$ cat src/mpos_pkg.sv
// Purpose: constants, register map and types of the power-on sequencer
// Assumes: 100 MHz CLK, classic Wishbone register access
// Notes: times kept in ns, cycle counts derived from them
package mpos_pkg;

  // ==========================================================
  // timing
  localparam int unsigned CLK_PERIOD_NS = 10;
  localparam int unsigned PULSE_MIN_NS = 10000;
  localparam int unsigned PULSE_MIN_CYC = (PULSE_MIN_NS + CLK_PERIOD_NS - 1) / CLK_PERIOD_NS;
  localparam int unsigned RESET_HOLD_NS = 20000;
  localparam int unsigned RESET_HOLD_CYC = (RESET_HOLD_NS + CLK_PERIOD_NS - 1) / CLK_PERIOD_NS;
  localparam int unsigned CFG_STEP_NS = 1000;
  localparam int unsigned CFG_STEP_CYC = (CFG_STEP_NS + CLK_PERIOD_NS - 1) / CLK_PERIOD_NS;
  localparam int unsigned RTC_TICK_NS = 1000000;
  localparam int unsigned RTC_TICK_CYC = RTC_TICK_NS / CLK_PERIOD_NS;

  // ==========================================================
  // sizes
  localparam int unsigned PIN_GROUPS = 4;
  localparam int unsigned CNT_W = 16;

  // ==========================================================
  // register offsets (byte addresses)
  localparam logic [7:0] REG_CTRL = 8'h00;
  localparam logic [7:0] REG_STATUS = 8'h04;
  localparam logic [7:0] REG_ALARM = 8'h08;
  localparam logic [7:0] REG_RTC_TIME = 8'h0c;
  localparam logic [7:0] REG_PAGE_PER = 8'h10;

  // ==========================================================
  // control and status bits
  localparam int unsigned CTRL_PS_EN = 0;
  localparam int unsigned CTRL_GREET_EN = 1;
  localparam int unsigned CTRL_AUTOBAUD = 2;
  localparam int unsigned CTRL_REGISTERED = 3;
  localparam int unsigned CTRL_CARD = 4;
  localparam int unsigned CTRL_SWITCH_OFF = 5;
  localparam int unsigned STAT_READY = 6;
  localparam int unsigned STAT_ALARM = 7;
  localparam int unsigned STAT_CFG_LSB = 8;
  localparam logic [15:0] PAGE_PER_RST = 16'h0080;

  // synchroniser lanes
  localparam int unsigned IN_PWR_N = 0;
  localparam int unsigned IN_RST_N = 1;
  localparam int unsigned IN_VALID = 2;
  localparam int unsigned IN_LOW = 3;
  localparam logic [3:0] IN_RST_VAL = 4'h3;

  // ==========================================================
  // sequencer states, one-hot
  typedef enum logic [5:0] {
    ST_UNPOWERED = 6'h01,
    ST_OFF = 6'h02,
    ST_RESET = 6'h04,
    ST_CONFIG = 6'h08,
    ST_ON = 6'h10,
    ST_SPARE = 6'h20
  } mpos_state_e;

endpackage

$ cat src/mpos_top.sv
// Purpose: power-state and power-on sequencing of a cellular module
// Assumes: supply monitor gives level flags; pins are asynchronous
// Notes: registers on classic Wishbone, one cycle answer
`timescale 1ns/100ps
module mpos_top #(
  parameter int unsigned RTC_TICK_CYCLES = mpos_pkg::RTC_TICK_CYC
) (
  input wire logic CLK,
  input wire logic RESET_N,
  // wishbone slave
  input wire logic WB_CYC_I,
  input wire logic WB_STB_I,
  input wire logic WB_WE_I,
  input wire logic [7:0] WB_ADR_I,
  input wire logic [3:0] WB_SEL_I,
  input wire logic [31:0] WB_DAT_I,
  output logic [31:0] WB_DAT_O,
  output logic WB_ACK_O,
  // supply monitor and pins
  input wire logic SUPPLY_VALID,
  input wire logic SUPPLY_BELOW_LOW,
  input wire logic POWER_ON_REQUEST_N,
  input wire logic RESET_IN_N,
  input wire logic IDLE_REQ,
  output logic POWER_ON_PULLUP_EN,
  output logic RESET_PULLUP_EN,
  output logic RTC_BACKUP_SUPPLY_EN,
  output logic INTERFACE_SUPPLY_EN,
  output logic CORE_RESET_N,
  output logic [mpos_pkg::PIN_GROUPS-1:0] PIN_CFG_DONE,
  output logic [mpos_pkg::PIN_GROUPS-1:0] PIN_OE_N,
  output logic READY,
  output logic GREETING_SEND,
  output logic USB_ATTACH,
  output logic IDLE_LOW_POWER,
  output logic CLOCK_FAST_SEL,
  output logic PAGING_RX_EN
);
  import mpos_pkg::*;

  // ==========================================================
  // state record
  typedef struct packed {
    mpos_state_e state;
    // input capture and pulse timing
    logic [3:0] sync1;
    logic [3:0] sync2;
    logic [3:0] sync3;
    logic [3:0] filt;
    logic armed;
    logic [CNT_W-1:0] pwr_cnt;
    logic [CNT_W-1:0] rst_cnt;
    logic [CNT_W-1:0] tcnt;
    logic [2:0] cfg_idx;
    logic [PIN_GROUPS-1:0] cfg_done;
    // time reference and alarm
    logic [31:0] rtc_pre;
    logic [31:0] rtc_time;
    logic [31:0] alarm_val;
    logic alarm_armed;
    logic alarm_flag;
    // software settings and one-cycle pulses
    logic ps_en;
    logic greet_en;
    logic autobaud;
    logic registered;
    logic card;
    logic [15:0] page_per;
    logic [15:0] page_cnt;
    logic page_pulse;
    logic idle;
    logic greet_pulse;
    logic attach_pulse;
    logic ack;
    logic [31:0] dat;
  } mpos_regs_s;

  mpos_regs_s r_reg;
  mpos_regs_s r_next;

  // saturating low-time counter for pulse qualification
  function automatic logic [CNT_W-1:0] low_count(input logic low, input logic [CNT_W-1:0] cnt);
    if (!low) begin
      return '0;
    end else if (cnt < CNT_W'(PULSE_MIN_CYC)) begin
      return cnt + CNT_W'(1);
    end
    return cnt;
  endfunction

  // byte-lane merge of a write
  function automatic logic [31:0] merge(input logic [31:0] old, input logic [31:0] wd, input logic [3:0] sel);
    logic [31:0] res;
    res = old;
    for (int b = 0; b < 4; b++) begin
      if (sel[b]) begin
        res[b*8 +: 8] = wd[b*8 +: 8];
      end
    end
    return res;
  endfunction

  // ==========================================================
  // state decodes used by the supply and reset outputs, not by status
  // interface supply stands from reset hold to switch-off
  function automatic logic supply_on(input mpos_state_e st);
    return (st == ST_RESET) || (st == ST_CONFIG) || (st == ST_ON);
  endfunction

  // core runs only once the hold time has passed
  function automatic logic core_run(input mpos_state_e st);
    return (st == ST_CONFIG) || (st == ST_ON);
  endfunction

  // control word as software reads it back
  // switch-off bit is a strobe and always reads zero
  function automatic logic [31:0] ctrl_image(input mpos_regs_s r);
    return {26'h0, 1'b0, r.card, r.registered, r.autobaud, r.greet_en, r.ps_en};
  endfunction

  // status word: groups, alarm flag, ready, state one-hot
  function automatic logic [31:0] status_image(input mpos_regs_s r);
    return {20'h0, r.cfg_done, r.alarm_flag, r.state == ST_ON, 1'b0, r.state[4:0]};
  endfunction

  // ==========================================================
  // next-state logic
  // one process computes the whole record; pulses default low
  // so each lasts exactly one cycle, and every later block may
  // override an earlier one (supply loss last, set over clear)
  always_comb begin
    logic req;
    logic wr;
    logic pwr_evt;
    logic rst_evt;
    logic alarm_hit;
    logic tick;
    logic sw_off;
    logic [31:0] ctrl_w;
    req = 1'b0;
    wr = 1'b0;
    pwr_evt = 1'b0;
    rst_evt = 1'b0;
    alarm_hit = 1'b0;
    tick = 1'b0;
    sw_off = 1'b0;
    ctrl_w = '0;
    r_next = r_reg;
    r_next.greet_pulse = 1'b0;
    r_next.attach_pulse = 1'b0;
    r_next.page_pulse = 1'b0;

    // three-stage input capture, filtered when stages two and three agree
    r_next.sync1 = {SUPPLY_BELOW_LOW, SUPPLY_VALID, RESET_IN_N, POWER_ON_REQUEST_N};
    r_next.sync2 = r_reg.sync1;
    r_next.sync3 = r_reg.sync2;
    // a glitch shorter than two cycles never reaches filt
    // filt holds its value while the stages disagree
    for (int i = 0; i < 4; i++) begin
      if (r_reg.sync2[i] == r_reg.sync3[i]) begin
        r_next.filt[i] = r_reg.sync2[i];
      end
    end

    // low pulses on request and reset qualified by minimum length
    // counter saturates so a held-low pin fires only once
    // event fires on the cycle the count reaches the minimum
    r_next.pwr_cnt = low_count(!r_reg.filt[IN_PWR_N], r_reg.pwr_cnt);
    r_next.rst_cnt = low_count(!r_reg.filt[IN_RST_N], r_reg.rst_cnt);
    pwr_evt = (r_reg.pwr_cnt == CNT_W'(PULSE_MIN_CYC - 1)) && !r_reg.filt[IN_PWR_N];
    rst_evt = (r_reg.rst_cnt == CNT_W'(PULSE_MIN_CYC - 1)) && !r_reg.filt[IN_RST_N];

    // real-time clock runs on backup in every state
    // the prescaler never stops, so the time reference
    // survives switch-off
    if (r_reg.rtc_pre >= RTC_TICK_CYCLES - 1) begin
      r_next.rtc_pre = '0;
      r_next.rtc_time = r_reg.rtc_time + 32'h1;
      tick = 1'b1;
    end else begin
      r_next.rtc_pre = r_reg.rtc_pre + 32'h1;
    end
    alarm_hit = tick && r_reg.alarm_armed && (r_next.rtc_time == r_reg.alarm_val);
    if (alarm_hit) begin
      r_next.alarm_armed = 1'b0;
    end

    // wishbone slave, one-cycle answer, unmapped reads zero
    // ack high blocks a second take of one request
    // read data captured with ack and held until the next read
    // unmapped writes are dropped
    req = WB_CYC_I && WB_STB_I && !r_reg.ack;
    wr = req && WB_WE_I;
    r_next.ack = req;
    if (req && !WB_WE_I) begin
      if (WB_ADR_I == REG_CTRL) begin
        r_next.dat = ctrl_image(r_reg);
      end else if (WB_ADR_I == REG_STATUS) begin
        r_next.dat = status_image(r_reg);
      end else if (WB_ADR_I == REG_ALARM) begin
        r_next.dat = r_reg.alarm_val;
      end else if (WB_ADR_I == REG_RTC_TIME) begin
        r_next.dat = r_reg.rtc_time;
      end else if (WB_ADR_I == REG_PAGE_PER) begin
        r_next.dat = {16'h0, r_reg.page_per};
      end else begin
        r_next.dat = '0;
      end
    end
    if (wr) begin
      if (WB_ADR_I == REG_CTRL) begin
        // power saving command is this write
        ctrl_w = merge(ctrl_image(r_reg), WB_DAT_I, WB_SEL_I);
        r_next.ps_en = ctrl_w[CTRL_PS_EN];
        r_next.greet_en = ctrl_w[CTRL_GREET_EN];
        r_next.autobaud = ctrl_w[CTRL_AUTOBAUD];
        r_next.registered = ctrl_w[CTRL_REGISTERED];
        r_next.card = ctrl_w[CTRL_CARD];
        // strobe bits act only on the low byte lane
        sw_off = WB_SEL_I[0] && WB_DAT_I[CTRL_SWITCH_OFF];
      end else if (WB_ADR_I == REG_STATUS) begin
        // write one clears the alarm flag
        if (WB_SEL_I[0] && WB_DAT_I[STAT_ALARM]) begin
          r_next.alarm_flag = 1'b0;
        end
      end else if (WB_ADR_I == REG_ALARM) begin
        // alarm set command arms the compare
        r_next.alarm_val = merge(r_reg.alarm_val, WB_DAT_I, WB_SEL_I);
        r_next.alarm_armed = 1'b1;
      end else if (WB_ADR_I == REG_RTC_TIME) begin
        // software may set the time at any moment
        r_next.rtc_time = merge(r_reg.rtc_time, WB_DAT_I, WB_SEL_I);
      end else if (WB_ADR_I == REG_PAGE_PER) begin
        // period taken from the low half only
        r_next.page_per = 16'(merge({16'h0, r_reg.page_per}, WB_DAT_I, WB_SEL_I));
      end
    end
    // hardware set wins over software clear
    if (alarm_hit) begin
      r_next.alarm_flag = 1'b1;
    end

    // supply ramp start below threshold arms the not-powered switch-on
    if (r_reg.filt[IN_LOW]) begin
      r_next.armed = 1'b1;
    end

    // power sequencer
    // unpowered and off keep the timer and pin groups cleared,
    // so each switch-on starts its sequence from the reset state
    r_next.tcnt = r_reg.tcnt + CNT_W'(1);
    case (r_reg.state)
      ST_UNPOWERED: begin
        r_next.tcnt = '0;
        r_next.cfg_done = '0;
        r_next.cfg_idx = '0;
        // request input not looked at while supply is applied
        if (r_reg.filt[IN_VALID] && r_reg.armed) begin
          r_next.armed = 1'b0;
          r_next.state = ST_RESET;
          r_next.attach_pulse = r_reg.card;
        end
      end
      ST_OFF: begin
        r_next.tcnt = '0;
        r_next.cfg_done = '0;
        r_next.cfg_idx = '0;
        // a set alarm flag also counts as an expired alarm
        if (pwr_evt || rst_evt || alarm_hit || r_reg.alarm_flag) begin
          r_next.state = ST_RESET;
          r_next.attach_pulse = r_reg.card;
        end
      end
      ST_RESET: begin
        // hold time starts only once external reset is released
        if (!r_reg.filt[IN_RST_N]) begin
          r_next.tcnt = '0;
        end else if (r_reg.tcnt >= CNT_W'(RESET_HOLD_CYC - 1)) begin
          r_next.tcnt = '0;
          r_next.state = ST_CONFIG;
        end
      end
      ST_CONFIG: begin
        // one pin group leaves reset state per step
        if (r_reg.tcnt >= CNT_W'(CFG_STEP_CYC - 1)) begin
          r_next.tcnt = '0;
          r_next.cfg_done[r_reg.cfg_idx[1:0]] = 1'b1;
          r_next.cfg_idx = r_reg.cfg_idx + 3'h1;
          // last group sets ready and, with greeting on and autobaud off, the one-shot greeting
          if (r_reg.cfg_idx == 3'(PIN_GROUPS - 1)) begin
            r_next.state = ST_ON;
            r_next.greet_pulse = r_reg.greet_en && !r_reg.autobaud;
          end
        end
      end
      ST_ON: begin
        r_next.tcnt = '0;
        // switch-off strobe drops the interface supply at once
        if (sw_off) begin
          r_next.state = ST_OFF;
        end
      end
      default: begin
        r_next.state = ST_UNPOWERED;
      end
    endcase
    // supply loss overrides every transition made above
    if (!r_reg.filt[IN_VALID] && r_reg.state != ST_UNPOWERED) begin
      r_next.state = ST_UNPOWERED;
    end

    // paging timer counts clock ticks while registered and on
    // counter cleared outside, so a new registration restarts it
    if (r_reg.state == ST_ON && r_reg.registered) begin
      if (tick) begin
        if (r_reg.page_cnt >= r_reg.page_per - 16'h1) begin
          r_next.page_cnt = '0;
          r_next.page_pulse = 1'b1;
        end else begin
          r_next.page_cnt = r_reg.page_cnt + 16'h1;
        end
      end
    end else begin
      r_next.page_cnt = '0;
    end

    // low-power idle only with power saving on, woken for paging
    // the paging pulse keeps the core awake for that reception
    r_next.idle = r_reg.ps_en && IDLE_REQ && (r_reg.state == ST_ON) && !r_next.page_pulse;
  end

  // ==========================================================
  // state register
  // only constants in the reset branch; the filter starts at
  // the pins' idle level so no false edge follows reset
  always_ff @(posedge CLK) begin
    if (!RESET_N) begin
      r_reg <= '0;
      r_reg.state <= ST_UNPOWERED;
      r_reg.sync1 <= IN_RST_VAL;
      r_reg.sync2 <= IN_RST_VAL;
      r_reg.sync3 <= IN_RST_VAL;
      r_reg.filt <= IN_RST_VAL;
      r_reg.armed <= 1'b1;
      r_reg.ps_en <= 1'b0;
      r_reg.autobaud <= 1'b1;
      r_reg.page_per <= PAGE_PER_RST;
    end else begin
      r_reg <= r_next;
    end
  end

  // ==========================================================
  // outputs
  assign WB_ACK_O = r_reg.ack;
  assign WB_DAT_O = r_reg.dat;
  // pull-ups are permanent: released pins read high
  assign POWER_ON_PULLUP_EN = 1'b1;
  assign RESET_PULLUP_EN = 1'b1;
  assign RTC_BACKUP_SUPPLY_EN = r_reg.filt[IN_VALID];
  // supply and reset decoded from the state by supply_on and core_run
  assign INTERFACE_SUPPLY_EN = supply_on(r_reg.state);
  assign CORE_RESET_N = core_run(r_reg.state);
  assign PIN_CFG_DONE = r_reg.cfg_done;
  // each group drives only once configured and supplied
  // an undriven group floats rather than fights the host
  for (genvar g = 0; g < PIN_GROUPS; g++) begin : g_pin_oe
    assign PIN_OE_N[g] = !(r_reg.cfg_done[g] && INTERFACE_SUPPLY_EN);
  end
  // pulses and levels straight from the record
  assign READY = r_reg.state == ST_ON;
  assign GREETING_SEND = r_reg.greet_pulse;
  assign USB_ATTACH = r_reg.attach_pulse;
  assign IDLE_LOW_POWER = r_reg.idle;
  assign CLOCK_FAST_SEL = !r_reg.idle;
  assign PAGING_RX_EN = r_reg.page_pulse;

endmodule // mpos_top

$ cat config.mk
export PLATFORM = sky130hd
export DESIGN_NAME = mpos_top
export DESIGN_NICKNAME = d
export VERILOG_FILES = /design/src/mpos_pkg.sv /design/src/mpos_top.sv
export SDC_FILE = /design/constraint.sdc
export NUM_CORES = 1
export LEC_CHECK = 0
export BUFFER_PORTS_ARGS = -buffer_cell sky130_fd_sc_hd__clkbuf_2
export CORE_MARGIN = 2
export CORE_UTILIZATION = 60
export DETAILED_ROUTE_END_ITERATION = 12
export PLACE_DENSITY_LB_ADDON = 0.3
export RECOVER_POWER = 50
export SLEW_MARGIN = 25
export SYNTH_ARGS = -nofsm -noshare
export SYNTH_HDL_FRONTEND = slang
export SYNTH_SLANG_ARGS = --single-unit
$ cat constraint.sdc
create_clock -name CLK -period 3.9 [get_ports CLK]
set_input_delay 0.195 -clock CLK [delete_from_list [all_inputs] [get_ports CLK]]
set_output_delay 0.195 -clock CLK [all_outputs]
set_load 0.05 [all_outputs]
==> results.yml <==
outcome:
  status: "finished, violations left"
  violations: "max-capacitance violations, max-slew violations"
timing:
  layout_worst_path_cycle_share: 0.936
  finalSetupTns_ns: 0
  hold_viol: 0
  worstMarginPinSlew_ns: 1.55
  final_max_slew_viol_count: 38
  clock-skew-final_ns: 0.0182
  slew_headroom: -0.0314
  setup_viol: 0
  fmax_mhz: 274
  setup_ws_ns: 0.250
  post-route-min-period_ns: 3.65
  rsz0062_at_grt: "false"
cells_and_area:
  area_delta_synth_final_pct: 14.3
  fillers: 1714
  multi_input_area_mm2: 0.00699
  diodes: 0
  fin_nets: 1726
  seqCellArea_mm2: 0.00498
  largest_reg_flops: 199
  layout-drive-gt1-share: 0.0884
grt:
  gr-usage-all-layers: 0.303
  grt_pass1_wl_um: 55200
  grt_max_degree: 38
  antenna_found_initial: 0
  grt_overflow: 0
  grt_pass1_vias: 11100
floorplanning:
  io_pins: 106
  die_height_um: 149
  die_w_um: 149
  coreArea_mm2: 0.0208
  start_util: 0.606
  rows: 53
  die-area_mm2: 0.0222
place:
  hpwl_um: 23900
  gp_congestion: 1.02
  port-buffer-count: 103
  dp_worst_setup_slack_ns: 0.158
min_path:
  hold_class: "input port to flip-flop"
cts:
  cts_setup_buffers: 0
  clkTransAtPathRegs_ns: 0.06
  cts_tree: "built"
  root_buffer: "clkbuf_16"
  clock_latency_ns: 0.55
  htree_levels: 1
  clockBufferDepth: 3
  cts.sinks: 249
  cts_buffers: 27
logic_synthesis:
  syn_area_per_cell_um2: 8.14
  ys_seq_elements: 249
  yosys_warnings: 0
  synthArstFlopShare: 0
  yosysSeqAreaShare: 0.395
  synth_area_mm2: 0.0126
  ys.flop_type: "dfxtp_1"
  synth_cells: 1549
  synth_edf_count: 0
  synthDistinctLibCells: 69
critical_path:
  crit_chain: "or4_4 > nor3_4 > a211o_1 > nand3_1 > xor2_1 > a221o_1 > nor4_4 > nand3_1 > a31o_1"
  worstPathRequired_ns: 4.34
  path_max_fanout: 16
  slowest_delay_ns: 0.58
  cp_common_cell: "nand3_1"
  critPathKind: "flip-flop to flip-flop"
  slowest_stage: "a211o_1"
  worstPathArrival_ns: 4.09
  cp-end-kind: "flip-flop"
  startpoint_type: "flip-flop"
route:
  ant_nets: 0
  via_count: 11700
  drc_errors: 0
  drt-wirelength-per-cell_um: 17.6
  drt-pass1-iter-count: 6
  routed_wl_um: 34100
  drt_iter0_drc: 1000
  via_per_inst: 6.06
pwr:
  peakVddDrop_mv: 0.291
  power_leakage_uw: 0.00526
  p_per_area_mw_per_mm2: 396
  total_power_uw: 5710
run:
  cap_viol_max_count: 1
-- layout by cell type (no fill, tap or decap), drive strengths merged, types with 5 or more instances in the layout --
cell,Yosys,final
nor2,220,220
a21boi,19,19
nand3,71,71
clkbuf,64,140
dlygate4sd3,0,37
a21oi,119,119
a22oi,19,19
nand3b,5,5
ha,28,28
nand2b,20,20
or2,7,7
o21ai,51,51
nand4,32,32
o22ai,6,6
clkinv,0,7
mux2i,46,46
and4,12,12
or3,7,7
bufinv,0,6
inv,32,33
and2,28,28
or4,9,9
conb,2,17
nor3,51,51
and3,20,20
a31oi,19,19
nor4,29,29
xnor2,62,62
nor4b,5,5
dfxtp,249,249
xor2,49,49
buf,52,23
nand2,127,127
o211ai,6,6
nor2b,23,23
a311oi,5,5
a21o,10,10
-- path summary, 6_finish.rpt --
| path | cells after the start | endpoint | slack [ns] | start |
|---|---|---|---|---|
| max | 9 | r_reg[75] | 0.25 | r_reg[154] |
| min | 3 | r_reg[60] | 0.03 | WB_DAT_I[7] |
| max reg2reg | 9 | r_reg[75] | 0.25 | r_reg[154] |
| min reg2reg | 1 | r_next[232] | 0.42 | r_next[236] |
-- per-stage QoR --
stage	std cells	area (um^2)	util	hold slack, ns
2_1_floorplan	1564	12700	-	0.296
3_3_place_gp	1853	13200	0.632	0.385
3_5_place_dp	1853	13200	0.632	0.387
4_1_cts	1937	14500	0.695	0.00605
5_1_grt	1937	14400	0.692	0.0209
6_report	1937	14400	0.692	0.0265
-- cells in the mapped netlist, types with 8 or more instances --
| master | number | area, um^2 |
|---|---|---|
| ha_1 | 28 | 350 |
| nand2_1 | 127 | 477 |
| nor2_1 | 220 | 826 |
| xor2_1 | 49 | 429 |
| a21oi_1 | 119 | 596 |
| nand4_1 | 32 | 200 |
| clkbuf_1 | 63 | 236 |
| o21ai_0 | 50 | 250 |
| inv_1 | 31 | 116 |
| dfxtp_1 | 249 | 4980 |
| nor2b_1 | 23 | 144 |
| nor4_1 | 26 | 163 |
| buf_1 | 8 | 30.0 |
| xnor2_1 | 62 | 543 |
| a21boi_0 | 19 | 143 |
| nand3_1 | 71 | 355 |
| and4_1 | 12 | 105 |
| nor3_1 | 50 | 250 |
| mux2i_1 | 46 | 460 |
| nand2b_1 | 20 | 125 |
| a31oi_1 | 19 | 119 |
| a22oi_1 | 19 | 143 |
| and2_1 | 27 | 169 |
| a21o_1 | 10 | 75.1 |
| and3_1 | 20 | 125 |
| buf_4 | 40 | 300 |
-- per-layer routing --
metal	routed length, um	track usage	up-vias
met2	16000	0.506	527
met4	1180	0.111	0
met3	2710	0.0480	113
met1	14200	0.396	5528
li1	-	-	5572
met5	0	0	-
-- worst max-delay path, delay by kind of cell, from the launching register on --
family / cells / cell delay (ns)
flops: 1 / 0.34
xor+xnor: 1 / 0.21
compound gates: 3 / 1.23
simple gates: 5 / 1.76
-- final cells by class --
| type | instances | share of cell area |
|---|---|---|
| Multi-Input combinational cell | 1167 | 0.485 |
| Tap cell | 275 | 0.0239 |
| Inverter | 32 | 0.00834 |
| Timing Repair Buffer | 167 | 0.0703 |
| Sequential cell | 249 | 0.346 |
| Clock inverter | 14 | 0.0163 |
| Clock buffer | 33 | 0.0498 |
-- what timing repair did --
action,CTS,global route
hold endpoints to repair,64,0
setup endpoints to repair,0,18
gates resized for setup,0,3
hold buffers,37,0
-- power breakdown --
part	internal, uW	switching [uW]
Sequential	2580	26.0
Combinational	123	242
Clock	1700	1030
Total	4410	1300
-- logic make-up (layout without fill, tap and decap cells) --
logic type,Yosys count,after routing,share of synthesized area
and+or+nand+nor,677,677,0.265
muxes,47,47,0.0374
xor gates and xnor gates,111,111,0.0771
buffers and inverters,148,246,0.0565
DFF,249,249,0.395
adders and majority gates,28,28,0.0278
other,2,17,0.000596
AOI/OAI and AO/OA,287,287,0.140
(Power assumes the default switching activity.)
